**config.mk**
```make
export PLATFORM = sky130hd
export DESIGN_NAME = pbmc_top
export DESIGN_NICKNAME = d
export VERILOG_FILES = /design/src/pbmc_pkg.sv /design/src/pbmc_mii_path.sv /design/src/pbmc_top.sv
export VERILOG_INCLUDE_DIRS = /design/src
export SDC_FILE = /design/constraint.sdc
export NUM_CORES = 1
export LEC_CHECK = 0
export ABC_AREA = 0
export BUFFER_PORTS_ARGS = -buffer_cell sky130_fd_sc_hd__buf_2
export CAP_MARGIN = 20
export CELL_PAD_IN_SITES_DETAIL_PLACEMENT = 1
export CELL_PAD_IN_SITES_GLOBAL_PLACEMENT = 2
export CORE_AREA = 2 2 98 100
export CTS_CLUSTER_DIAMETER = 120
export DETAILED_ROUTE_END_ITERATION = 8
export DIE_AREA = 0 0 100 102
export PLACE_DENSITY = 0.75
export SLEW_MARGIN = 40
export SYNTH_ARGS = -nofsm -noshare
export SYNTH_HDL_FRONTEND = slang
export SYNTH_HIERARCHICAL = 1
export SYNTH_SLANG_ARGS = --single-unit
export TNS_END_PERCENT = 5
```
**constraint.sdc**
```tcl
create_clock -name clk -period 3.2 [get_ports clk]
set_input_delay 0.64 -clock clk [delete_from_list [all_inputs] [get_ports clk]]
set_output_delay 0.64 -clock clk [all_outputs]
set_load 0.01 [all_outputs]
```
**src/pbmc_params.svh**
```systemverilog
// Constants for the basic mode control register block: offsets, fields, defaults, timing.
//
// Contract
// Writing one to the reset bit starts a soft reset; bit reads one meanwhile.
// At soft reset end the reset bit clears itself and straps relatch.
// Loopback set routes MAC transmit data back to the MII receive outputs.
// Auto-negotiation off: speed bit one means 100 Mb/s, zero 10 Mb/s.
// Auto-negotiation on: speed and duplex bits are ignored for the operating mode.
// Auto-negotiation off: speed and duplex come straight from their bits.
// Auto-negotiation enable takes its reset value from its strap input.
// Power down bit set powers down the port; registers stay reachable.
// Power down is the OR of the power down bit and the pin.
// Pin low sets the power down bit.
// Isolate set disconnects the port from the MII; management still works.
// Writing one to the restart bit restarts auto-negotiation from the beginning.
// A restart write is ignored while auto-negotiation is disabled.
// Restart bit reads one until negotiation starts, then clears itself.
// Writing zero to restart never disturbs a negotiation already running.
// Auto-negotiation off: duplex bit one is full duplex, zero half duplex.
// Strap-defaulted bits reload from the strap inputs after every reset; an armed override replaces them instead.
// Writing zero to reset or restart leaves that bit unchanged; the code clears restart when the write also clears aneg enable.
`ifndef PBMC_PARAMS_SVH
`define PBMC_PARAMS_SVH

// Register addresses on the management port.
`define PBMC_ADDR_CONTROL 5'h00
`define PBMC_ADDR_STATUS 5'h11
`define PBMC_ADDR_STRAP 5'h12

// Field positions in the control register, plus the strap override enable at 15; the strap register reuses 13, 12 and 8.
`define PBMC_BIT_RESET 15
`define PBMC_BIT_LOOPBACK 14
`define PBMC_BIT_SPEED 13
`define PBMC_BIT_ANEG_EN 12
`define PBMC_BIT_POWER_DOWN 11
`define PBMC_BIT_ISOLATE 10
`define PBMC_BIT_RESTART 9
`define PBMC_BIT_DUPLEX 8
`define PBMC_BIT_STRAP_OVR 15

// Reset values of the strap-defaulted bits before the straps are caught.
`define PBMC_RST_SPEED 1'b1
`define PBMC_RST_ANEG_EN 1'b1
`define PBMC_RST_DUPLEX 1'b1

// Timing.
`define PBMC_CLK_PERIOD_NS 10
`define PBMC_SRST_TIME_NS 1000
`define PBMC_SRST_CYCLES ((`PBMC_SRST_TIME_NS + `PBMC_CLK_PERIOD_NS - 1) / `PBMC_CLK_PERIOD_NS)
`define PBMC_STRAP_SETTLE 3

`endif

```
**src/pbmc_pkg.sv**
```systemverilog
// Types shared by the basic mode control register block.
package pbmc_pkg;

  typedef enum logic [1:0] {
    PBMC_ST_STRAP = 2'b00,
    PBMC_ST_RUN = 2'b01,
    PBMC_ST_SRST = 2'b10
  } pbmc_state_t;

  typedef struct packed {
    logic loopback;
    logic speed_100;
    logic aneg_en;
    logic power_down;
    logic isolate;
    logic restart;
    logic full_duplex;
  } pbmc_ctl_t;

  typedef struct packed {
    logic enable;
    logic speed_100;
    logic aneg_en;
    logic full_duplex;
  } pbmc_strap_t;

endpackage

```
**src/pbmc_mii_path.sv**
```systemverilog
// MII data steering: loopback, isolation and quieting of the receive and transmit paths.
`timescale 1ns/100ps
`default_nettype none

module pbmc_mii_path (
  // Clock and reset
  input wire logic clk,
  input wire logic rst_n,
  // Mode controls
  input wire logic loopback,
  input wire logic quiet,
  // MAC side
  input wire logic [3:0] mii_txd,
  input wire logic mii_tx_en,
  output logic [3:0] mii_rxd,
  output logic mii_rx_dv,
  output logic mii_rx_oe,
  // Line side
  input wire logic [3:0] line_rxd,
  input wire logic line_rx_dv,
  output logic [3:0] line_txd,
  output logic line_tx_en
);

  typedef struct packed {
    logic [3:0] rxd;
    logic rx_dv;
    logic rx_oe;
    logic [3:0] txd;
    logic tx_en;
  } pbmc_path_t;

  pbmc_path_t r;
  pbmc_path_t n;

  always_comb begin
    n = r;
    if (quiet) begin
      // Receive pins float and nothing reaches the line.
      n.rxd = 4'h0;
      n.rx_dv = 1'b0;
      n.rx_oe = 1'b0;
      n.txd = 4'h0;
      n.tx_en = 1'b0;
    end else if (loopback) begin
      // The line stays silent so looped frames never leave the port.
      n.rxd = mii_txd;
      n.rx_dv = mii_tx_en;
      n.rx_oe = 1'b1;
      n.txd = 4'h0;
      n.tx_en = 1'b0;
    end else begin
      n.rxd = line_rxd;
      n.rx_dv = line_rx_dv;
      n.rx_oe = 1'b1;
      n.txd = mii_txd;
      n.tx_en = mii_tx_en;
    end
  end

  always_ff @(posedge clk or negedge rst_n) begin
    if (!rst_n) begin
      r <= '{rxd: 4'h0, rx_dv: 1'b0, rx_oe: 1'b0, txd: 4'h0, tx_en: 1'b0};
    end else begin
      r <= n;
    end
  end

  assign mii_rxd = r.rxd;
  assign mii_rx_dv = r.rx_dv;
  assign mii_rx_oe = r.rx_oe;
  assign line_txd = r.txd;
  assign line_tx_en = r.tx_en;

endmodule

`default_nettype wire

```
**src/pbmc_top.sv**
```systemverilog
// Basic mode control register with soft reset, strap relatch, power down and MII steering.
`timescale 1ns/100ps
`default_nettype none

`include "pbmc_params.svh"

module pbmc_top
  import pbmc_pkg::*;
#(
  parameter int SRST_CYCLES = `PBMC_SRST_CYCLES,
  parameter int CNT_W = 16
) (
  // Clock and reset
  input wire logic clk,
  input wire logic rst_n,

  // Register port
  input wire logic [4:0] reg_addr,
  input wire logic [15:0] reg_wdata,
  input wire logic reg_wr,
  input wire logic reg_rd,
  output logic [15:0] reg_rdata,

  // Strap and power-down pins
  input wire logic strap_speed_100,
  input wire logic strap_aneg_en,
  input wire logic strap_full_duplex,
  input wire logic interrupt_powerdown_pin_n,

  // Auto-negotiation engine
  input wire logic aneg_initiated,
  input wire logic aneg_speed_100,
  input wire logic aneg_full_duplex,
  output logic aneg_restart_req,

  // Operating mode
  output logic soft_reset_active,
  output logic mode_speed_100,
  output logic mode_full_duplex,
  output logic mode_aneg_en,
  output logic mode_power_down,
  output logic mode_isolate,
  output logic mode_loopback,

  // MAC side of the MII
  input wire logic [3:0] mii_txd,
  input wire logic mii_tx_en,
  output logic [3:0] mii_rxd,
  output logic mii_rx_dv,
  output logic mii_rx_oe,

  // Line side of the port
  input wire logic [3:0] line_rxd,
  input wire logic line_rx_dv,
  output logic [3:0] line_txd,
  output logic line_tx_en
);

  ////////////////////////////////////////////////////////////////////////////////
  // State

  typedef struct packed {
    pbmc_state_t state;
    logic [CNT_W-1:0] cnt;
    pbmc_ctl_t ctl;
    pbmc_strap_t ovr;
    logic pd_meta;
    logic pd_sync;
    logic [2:0] strap_meta;
    logic [2:0] strap_sync;
    logic [15:0] rdata;
    logic out_srst;
    logic out_restart;
    logic out_speed;
    logic out_duplex;
    logic out_aneg;
    logic out_pd;
    logic out_iso;
    logic out_loop;
  } pbmc_top_t;

  pbmc_top_t r;
  pbmc_top_t n;

  logic wr_ctl;
  logic wr_strap;
  logic pin_pd;
  logic quiet;

  localparam logic [CNT_W-1:0] SRST_LOAD = CNT_W'(SRST_CYCLES - 1);
  localparam logic [CNT_W-1:0] SETTLE_LOAD = CNT_W'(`PBMC_STRAP_SETTLE);

  assign wr_ctl = reg_wr && (reg_addr == `PBMC_ADDR_CONTROL);
  assign wr_strap = reg_wr && (reg_addr == `PBMC_ADDR_STRAP);
  assign pin_pd = ~r.pd_sync;

  ////////////////////////////////////////////////////////////////////////////////
  // Defaults after any reset

  // Strap-defaulted bits take the software override when it is armed, else the
  // synchronised pins; everything else returns to normal operation.
  function automatic pbmc_ctl_t load_defaults(input logic [2:0] pins, input pbmc_strap_t ovr);
    pbmc_ctl_t c;
    c.loopback = 1'b0;
    c.power_down = 1'b0;
    c.isolate = 1'b0;
    c.restart = 1'b0;
    if (ovr.enable) begin
      c.speed_100 = ovr.speed_100;
      c.aneg_en = ovr.aneg_en;
      c.full_duplex = ovr.full_duplex;
    end else begin
      c.speed_100 = pins[2];
      c.aneg_en = pins[1];
      c.full_duplex = pins[0];
    end
    return c;
  endfunction

  ////////////////////////////////////////////////////////////////////////////////
  // Next state

  always_comb begin
    n = r;

    // Pins from outside pass two flip-flops before anything looks at them.
    n.pd_meta = interrupt_powerdown_pin_n;
    n.pd_sync = r.pd_meta;
    n.strap_meta = {strap_speed_100, strap_aneg_en, strap_full_duplex};
    n.strap_sync = r.strap_meta;

    // The engine acknowledging the start clears a pending restart; a new request
    // in the same cycle is applied afterwards and therefore wins.
    n.ctl.restart = r.ctl.restart & ~aneg_initiated;

    // The override register stays writable in every state so it can be armed
    // before a soft reset that should pick it up.
    if (wr_strap) begin
      n.ovr.enable = reg_wdata[`PBMC_BIT_STRAP_OVR];
      n.ovr.speed_100 = reg_wdata[`PBMC_BIT_SPEED];
      n.ovr.aneg_en = reg_wdata[`PBMC_BIT_ANEG_EN];
      n.ovr.full_duplex = reg_wdata[`PBMC_BIT_DUPLEX];
    end

    case (r.state)
      PBMC_ST_STRAP: begin
        // Wait for the strap synchronisers to fill before catching them.
        if (r.cnt == '0) begin
          n.ctl = load_defaults(r.strap_sync, r.ovr);
          n.state = PBMC_ST_RUN;
        end else begin
          n.cnt = r.cnt - CNT_W'(1);
        end
      end
      PBMC_ST_RUN: begin
        if (wr_ctl) begin
          if (reg_wdata[`PBMC_BIT_RESET]) begin
            // Reset dominates: the other bits of this write are dropped.
            n.state = PBMC_ST_SRST;
            n.cnt = SRST_LOAD;
          end else begin
            n.ctl.loopback = reg_wdata[`PBMC_BIT_LOOPBACK];
            n.ctl.speed_100 = reg_wdata[`PBMC_BIT_SPEED];
            n.ctl.aneg_en = reg_wdata[`PBMC_BIT_ANEG_EN];
            n.ctl.power_down = reg_wdata[`PBMC_BIT_POWER_DOWN];
            n.ctl.isolate = reg_wdata[`PBMC_BIT_ISOLATE];
            n.ctl.full_duplex = reg_wdata[`PBMC_BIT_DUPLEX];
            // Zero leaves a pending restart alone unless enable is also written zero; one only counts with
            // negotiation enabled by this same write.
            if (reg_wdata[`PBMC_BIT_RESTART] && reg_wdata[`PBMC_BIT_ANEG_EN]) begin
              n.ctl.restart = 1'b1;
            end
            if (!reg_wdata[`PBMC_BIT_ANEG_EN]) begin
              n.ctl.restart = 1'b0;
            end
          end
        end
      end
      PBMC_ST_SRST: begin
        // Control register writes are ignored until the reset is over; the override register stays writable.
        if (r.cnt == '0) begin
          n.ctl = load_defaults(r.strap_sync, r.ovr);
          n.state = PBMC_ST_RUN;
        end else begin
          n.cnt = r.cnt - CNT_W'(1);
        end
      end
      default: begin
        n.state = PBMC_ST_STRAP;
        n.cnt = SETTLE_LOAD;
      end
    endcase

    // The pin sets the bit after every other update so it is never lost.
    if (pin_pd) begin
      n.ctl.power_down = 1'b1;
    end

    ////////////////////////////////////////////////////////////////////////////////
    // Read data, valid in the cycle after the strobe only

    n.rdata = 16'h0000;
    if (reg_rd) begin
      case (reg_addr)
        `PBMC_ADDR_CONTROL: begin
          n.rdata[`PBMC_BIT_RESET] = (r.state == PBMC_ST_SRST);
          n.rdata[`PBMC_BIT_LOOPBACK] = r.ctl.loopback;
          n.rdata[`PBMC_BIT_SPEED] = r.ctl.speed_100;
          n.rdata[`PBMC_BIT_ANEG_EN] = r.ctl.aneg_en;
          n.rdata[`PBMC_BIT_POWER_DOWN] = r.ctl.power_down;
          n.rdata[`PBMC_BIT_ISOLATE] = r.ctl.isolate;
          n.rdata[`PBMC_BIT_RESTART] = r.ctl.restart;
          n.rdata[`PBMC_BIT_DUPLEX] = r.ctl.full_duplex;
        end
        `PBMC_ADDR_STATUS: begin
          n.rdata[0] = r.out_speed;
          n.rdata[1] = r.out_duplex;
          n.rdata[2] = r.out_pd;
          n.rdata[3] = pin_pd;
          n.rdata[4] = r.out_iso;
          n.rdata[5] = r.out_loop;
          n.rdata[6] = r.out_srst;
          n.rdata[7] = (r.state == PBMC_ST_STRAP);
        end
        `PBMC_ADDR_STRAP: begin
          n.rdata[`PBMC_BIT_STRAP_OVR] = r.ovr.enable;
          n.rdata[`PBMC_BIT_SPEED] = r.ovr.speed_100;
          n.rdata[`PBMC_BIT_ANEG_EN] = r.ovr.aneg_en;
          n.rdata[`PBMC_BIT_DUPLEX] = r.ovr.full_duplex;
        end
        default: begin
          n.rdata = 16'h0000;
        end
      endcase
    end

    ////////////////////////////////////////////////////////////////////////////////
    // Mode outputs follow the next register value so they match a read.

    n.out_srst = (n.state == PBMC_ST_SRST);
    n.out_aneg = n.ctl.aneg_en;
    n.out_loop = n.ctl.loopback;
    n.out_iso = n.ctl.isolate;
    n.out_pd = n.ctl.power_down | pin_pd;
    if (n.ctl.aneg_en) begin
      n.out_speed = aneg_speed_100;
      n.out_duplex = aneg_full_duplex;
    end else begin
      n.out_speed = n.ctl.speed_100;
      n.out_duplex = n.ctl.full_duplex;
    end
    // A powered-down port holds its restart until it wakes; the bit stays set.
    n.out_restart = n.ctl.restart & ~n.out_pd & (n.state == PBMC_ST_RUN);
  end

  ////////////////////////////////////////////////////////////////////////////////
  // Registers

  always_ff @(posedge clk or negedge rst_n) begin
    if (!rst_n) begin
      r.state <= PBMC_ST_STRAP;
      r.cnt <= SETTLE_LOAD;
      r.ctl.loopback <= 1'b0;
      r.ctl.speed_100 <= `PBMC_RST_SPEED;
      r.ctl.aneg_en <= `PBMC_RST_ANEG_EN;
      r.ctl.power_down <= 1'b0;
      r.ctl.isolate <= 1'b0;
      r.ctl.restart <= 1'b0;
      r.ctl.full_duplex <= `PBMC_RST_DUPLEX;
      r.ovr <= '{enable: 1'b0, speed_100: 1'b0, aneg_en: 1'b0, full_duplex: 1'b0};
      r.pd_meta <= 1'b1;
      r.pd_sync <= 1'b1;
      r.strap_meta <= {`PBMC_RST_SPEED, `PBMC_RST_ANEG_EN, `PBMC_RST_DUPLEX};
      r.strap_sync <= {`PBMC_RST_SPEED, `PBMC_RST_ANEG_EN, `PBMC_RST_DUPLEX};
      r.rdata <= 16'h0000;
      r.out_srst <= 1'b0;
      r.out_restart <= 1'b0;
      r.out_speed <= 1'b0;
      r.out_duplex <= 1'b0;
      r.out_aneg <= 1'b0;
      r.out_pd <= 1'b0;
      r.out_iso <= 1'b0;
      r.out_loop <= 1'b0;
    end else begin
      r <= n;
    end
  end

  ////////////////////////////////////////////////////////////////////////////////
  // Outputs

  assign reg_rdata = r.rdata;
  assign soft_reset_active = r.out_srst;
  assign aneg_restart_req = r.out_restart;
  assign mode_speed_100 = r.out_speed;
  assign mode_full_duplex = r.out_duplex;
  assign mode_aneg_en = r.out_aneg;
  assign mode_power_down = r.out_pd;
  assign mode_isolate = r.out_iso;
  assign mode_loopback = r.out_loop;

  // The MII is also quiet during soft reset and strap loading, so a half
  // configured port never drives the MAC.
  assign quiet = r.out_iso | r.out_pd | r.out_srst | (r.state == PBMC_ST_STRAP);

  pbmc_mii_path u_mii_path (
    .clk(clk),
    .rst_n(rst_n),
    .loopback(r.out_loop),
    .quiet(quiet),
    .mii_txd(mii_txd),
    .mii_tx_en(mii_tx_en),
    .mii_rxd(mii_rxd),
    .mii_rx_dv(mii_rx_dv),
    .mii_rx_oe(mii_rx_oe),
    .line_rxd(line_rxd),
    .line_rx_dv(line_rx_dv),
    .line_txd(line_txd),
    .line_tx_en(line_tx_en)
  );

endmodule

`default_nettype wire

```
# Word-level counts from Yosys, hierarchy flattened
# Cells that the tools add are included.
# word_totals
out_inout_bits	35
wordCells	84
in_bits	42
ff_bits	70
# classes
bitwise	10
muxes	23
n_addsub	1
eq_ne	11
n_reduce_logical	10
# op_table
op	count
one-hot mux 18 bit (2 select lines)	1
2-to-1 mux 16 bit	2
2-to-1 mux 25 bit	1
2-to-1 mux 11 bit	2
2-to-1 mux 18 bit	1
logical NOT 16 bit	1
subtractor 16 x 1 -> 16 bit (second input constant)	1
2-to-1 mux 7 bit	2
one-hot mux 7 bit (2 select lines)	1
== test 5 bit (second input constant)	2
2-to-1 mux 8 bit	1
!= test 2 bit (second input constant)	4
2-to-1 mux 2 bit	3
logical NOT 5 bit	1
2-to-1 mux 1 bit	5
== test 2 x 1 -> 1 bit (second input constant)	2
== test 2 bit (second input constant)	2
OR 1 bit	4
one-hot mux 1 bit (2 select lines)	2
one-hot mux 2 bit (2 select lines)	1
AND reduction 4 bit	1
AND 1 bit	3
logical AND 1 bit	3
2-to-1 mux 3 bit	1
6 further kinds	8

# Depth between registers and ports, before layout
# logic_depth
word_depth	12
ltp_mapped	8
ltp_nobuf	7

# Cells and area by module
# The synthesis kept the hierarchy.
# modules_own_cells
mod	cells_each	instances	area_each_um2
pbmc_top	232	1	2657.5
pbmc_mii_path	29	1	401.6

# Worst setup path after synthesis
# No wires, ideal clock.
# synth_timing
kind	input-to-reg
start	in reg_addr[0]
end	reg r (netlist bit mode_full_duplex)
arrival_ns	2.397
path_stages	5
setup_time_ns	0.125
path_slack_ns	0.678
path_cell_list	or4b_1 -> nor4_2 -> a211oi_1 -> a221o_1 -> mux2_4
# synth_lines
item	line	source
start, declared	pbmc_top.sv:18	input wire logic [4:0] reg_addr,
end signal, assigned	pbmc_top.sv:285	r <= n;
end, declared	pbmc_top.sv:82	pbmc_top_t r;

==> results.md <==
- Status: finished, final reports clean
- Final std cells w/o fill: between 400 and 500
- Port bufs: 68
- Gr usage total: 0.155
- Layout net count: around 370
- Yosys Warn Count: 6
- Seq/Total Area, Yosys: 0.570
- Pins over their slew limit: 0
- Pwr/cell area: 751 nW/um2
- Placed inst area: 3490 um2
- Final hold viol count: 0
- Placer Congestion: about 0.8
- Worst IR Drop VDD: ~240 uV
- Die height: around 100 um
- Clock Skew: 0.00808 ns
- Vias in the first global route: 2350
- Largest net degree at the start of global routing: 28
- Worst setup margin: approximately 0.53 ns
- Layout Utilization: 0.405
- Worst endpoint data arrival time: roughly 2.9 ns
- Number of max-cap violations: 0
- Distinct cells, synth: 52
- First-pass GRT wire length: 11.9 mm
- Yosys top cell area share: 0.458
- Final WL: just over 7 mm
- Core region area: just over 9000 um2
- Hold Crit Class: in2async
- Layout area overhead: 20.6%
- Max Freq: 374 MHz
- Die width: 100 um
- Number of antenna violations at the first check in global routing: 0
- Clock latency on the worst-skew pair: 0.34 ns
- TNS Setup: 0 ns
- Top-level I/O count: 77
- Vias/cell: 4.91
- Yosys reg bits: 69
- Post-CTS setup buffers: 0
- Dpl hpwl: 5.32 mm
- Detail Route Antenna Nets: 0
- Hold Buf Count CTS: 0
- 1st-iter DRT viols: 49
- CTS tree: done
- Setup CP Type: reg2reg
- CP Capture Type: flop
- Die area: about 10000 um2
- Root Buffer: clkbuf_8
- Max Fanout on Critical Path: 7
- Worst-margin pin slew: ~0.71 ns
- Syn nets: 304
- Gr ovfl total: 0
- Post-Syn Instances: about 260
- CTS Buf Count: 9
- Syn_area_per_cell: 11.7 um2
- Syn Std Cell Area: slightly above 3000 um2
- Reg2reg path depth: 5
- Max Root-Sink Buffers: 2
- Post-DR wirelength/cell: 16.2 um
- Synth async-reset ratio: 1.00
- Synth cell count leaders: dfrtp_1 (56), nor2_1 (24), and2_1 (16), buf_4 (16), dfstp_2 (13)
- # rows: 35
- Post-Layout Inst Area: 3690 um2
- Max H-tree Level: 3
- Reg clk slew, reported paths: ~0.08 ns
- CP required: ~3.4 ns
- Worst slew margin: 0.523
- Yosys top cell by area: dfrtp_1
- Crit path launch type: flop
- Clk sinks: 69
- Hold WS: roughly 0.33 ns
- Pre-CTS WS: between 0.5 and 0.6 ns
- Share of cells above drive strength 1: 0.385
- Synth area leaders: dfrtp_1 (46%), dfstp_2 (11%), buf_4 (3.9%)
- Top-count cell post-synth: dfrtp_1
- Initial Util: 0.336
- Ys flop type: dfrtp_1
- Leak Pwr: between 1.5 and 2 nW
- Antenna Cells: 0
- Total Power: approximately 2.8 mW
- Worst R2R Setup Slack: between 0.5 and 0.6 ns
- RSZ-0062 raised after global routing: no
- # placed instances: 430
- Crit path time final: roughly 2.7 ns
- DRC violation count after routing: 0
- TritonRoute pass-1 iters: 4
- Vias post-DR: between 2000 and 2500
- Period Utilization, post-route: 0.836
- Post_cts resized: 0
- Endpoints failing setup: 0
- EDFF count, synth: 0
-- cells in the final DEF (no fill, tap or decap), types with 3 or more instances in the layout --
master    count
nand2_1      10
nor3b_1       5
nor2_1       24
xor2_1        3
o211ai_1      5
clkbuf_8     10
a211oi_1      5
dfrtp_1      56
a22o_1        5
mux2_2        8
and2_1       16
and4b_1       3
buf_2        68
nor4_1        3
inv_1        10
o21ai_0       6
nand3_1       3
a21oi_1       6
mux2i_1       5
nor3_1        4
xnor2_1       5
buf_4        15
dfstp_2      13
-- worst max-delay path: stages (launching register included) --
cell	delay, ns
dfrtp_1	0.43
or4_1	0.67
or3_1	0.51
o221a_4	0.32
a221oi_4	0.30
mux2_4	0.33
-- area by class of cell --
class / instances / area, um2
clock buffer: 11 / 141
tap: 111 / 139
inverter: 10 / 37.5
sequential: 69 / 1740
fill: 1036 / 5420
clock inverter: 5 / 60.1
timing repair buffer: 83 / 453
multi-input combinational: 157 / 1110
-- sequential cells by signal (all words and copies together), names as in the netlist --
| register | flops |
|---|---|
| u_mii_path/mii_rx_oe | 1 |
| u_mii_path/line_txd | 4 |
| u_mii_path/mii_rxd | 4 |
| n | 4 |
| u_mii_path/mii_rx_dv | 1 |
| u_mii_path/line_tx_en | 1 |
| mode_full_duplex | 1 |
| soft_reset_active | 1 |
| reg_rdata | 16 |
| mode_speed_100 | 1 |
| mode_loopback | 1 |
| r | 31 |
| mode_isolate | 1 |
| mode_aneg_en | 1 |
| aneg_restart_req | 1 |
-- cell families after synthesis --
kind of cell	share of synthesized area
XOR/XNOR	0.0229
buffers and inverters	0.0659
flip-flops	0.570
AND/OR/NAND/NOR	0.158
adder cells (fa/ha/maj)	0.00409
multiplexers	0.0556
AO/OA/AOI/OAI	0.124
-- power breakdown --
part | switching [mW] | internal, mW
clock network | 0.331 | 0.383
logic | 0.475 | 0.359
registers | 0.173 | 1.05
-- worst paths after layout --
path	startpoint	end
max	r[55]	mode_speed_100
min	rst_n	r[45]
max reg2reg	r[55]	mode_speed_100
min reg2reg	n[25]	r[25]
max in group asynchronous	rst_n	r[43]
min in group clk	n[25]	r[25]
-- layer usage --
layer | track usage | wire length, um | vias to the layer above
li1 | - | - | 1047
met1 | 0.184 | 3130 | 1099
met2 | 0.268 | 3730 | 39
met3 | 0.0520 | 298 | 6
met4 | 0.0474 | 85 | 0
met5 | 0 | 0 | -
(Power assumes the default switching activity.)
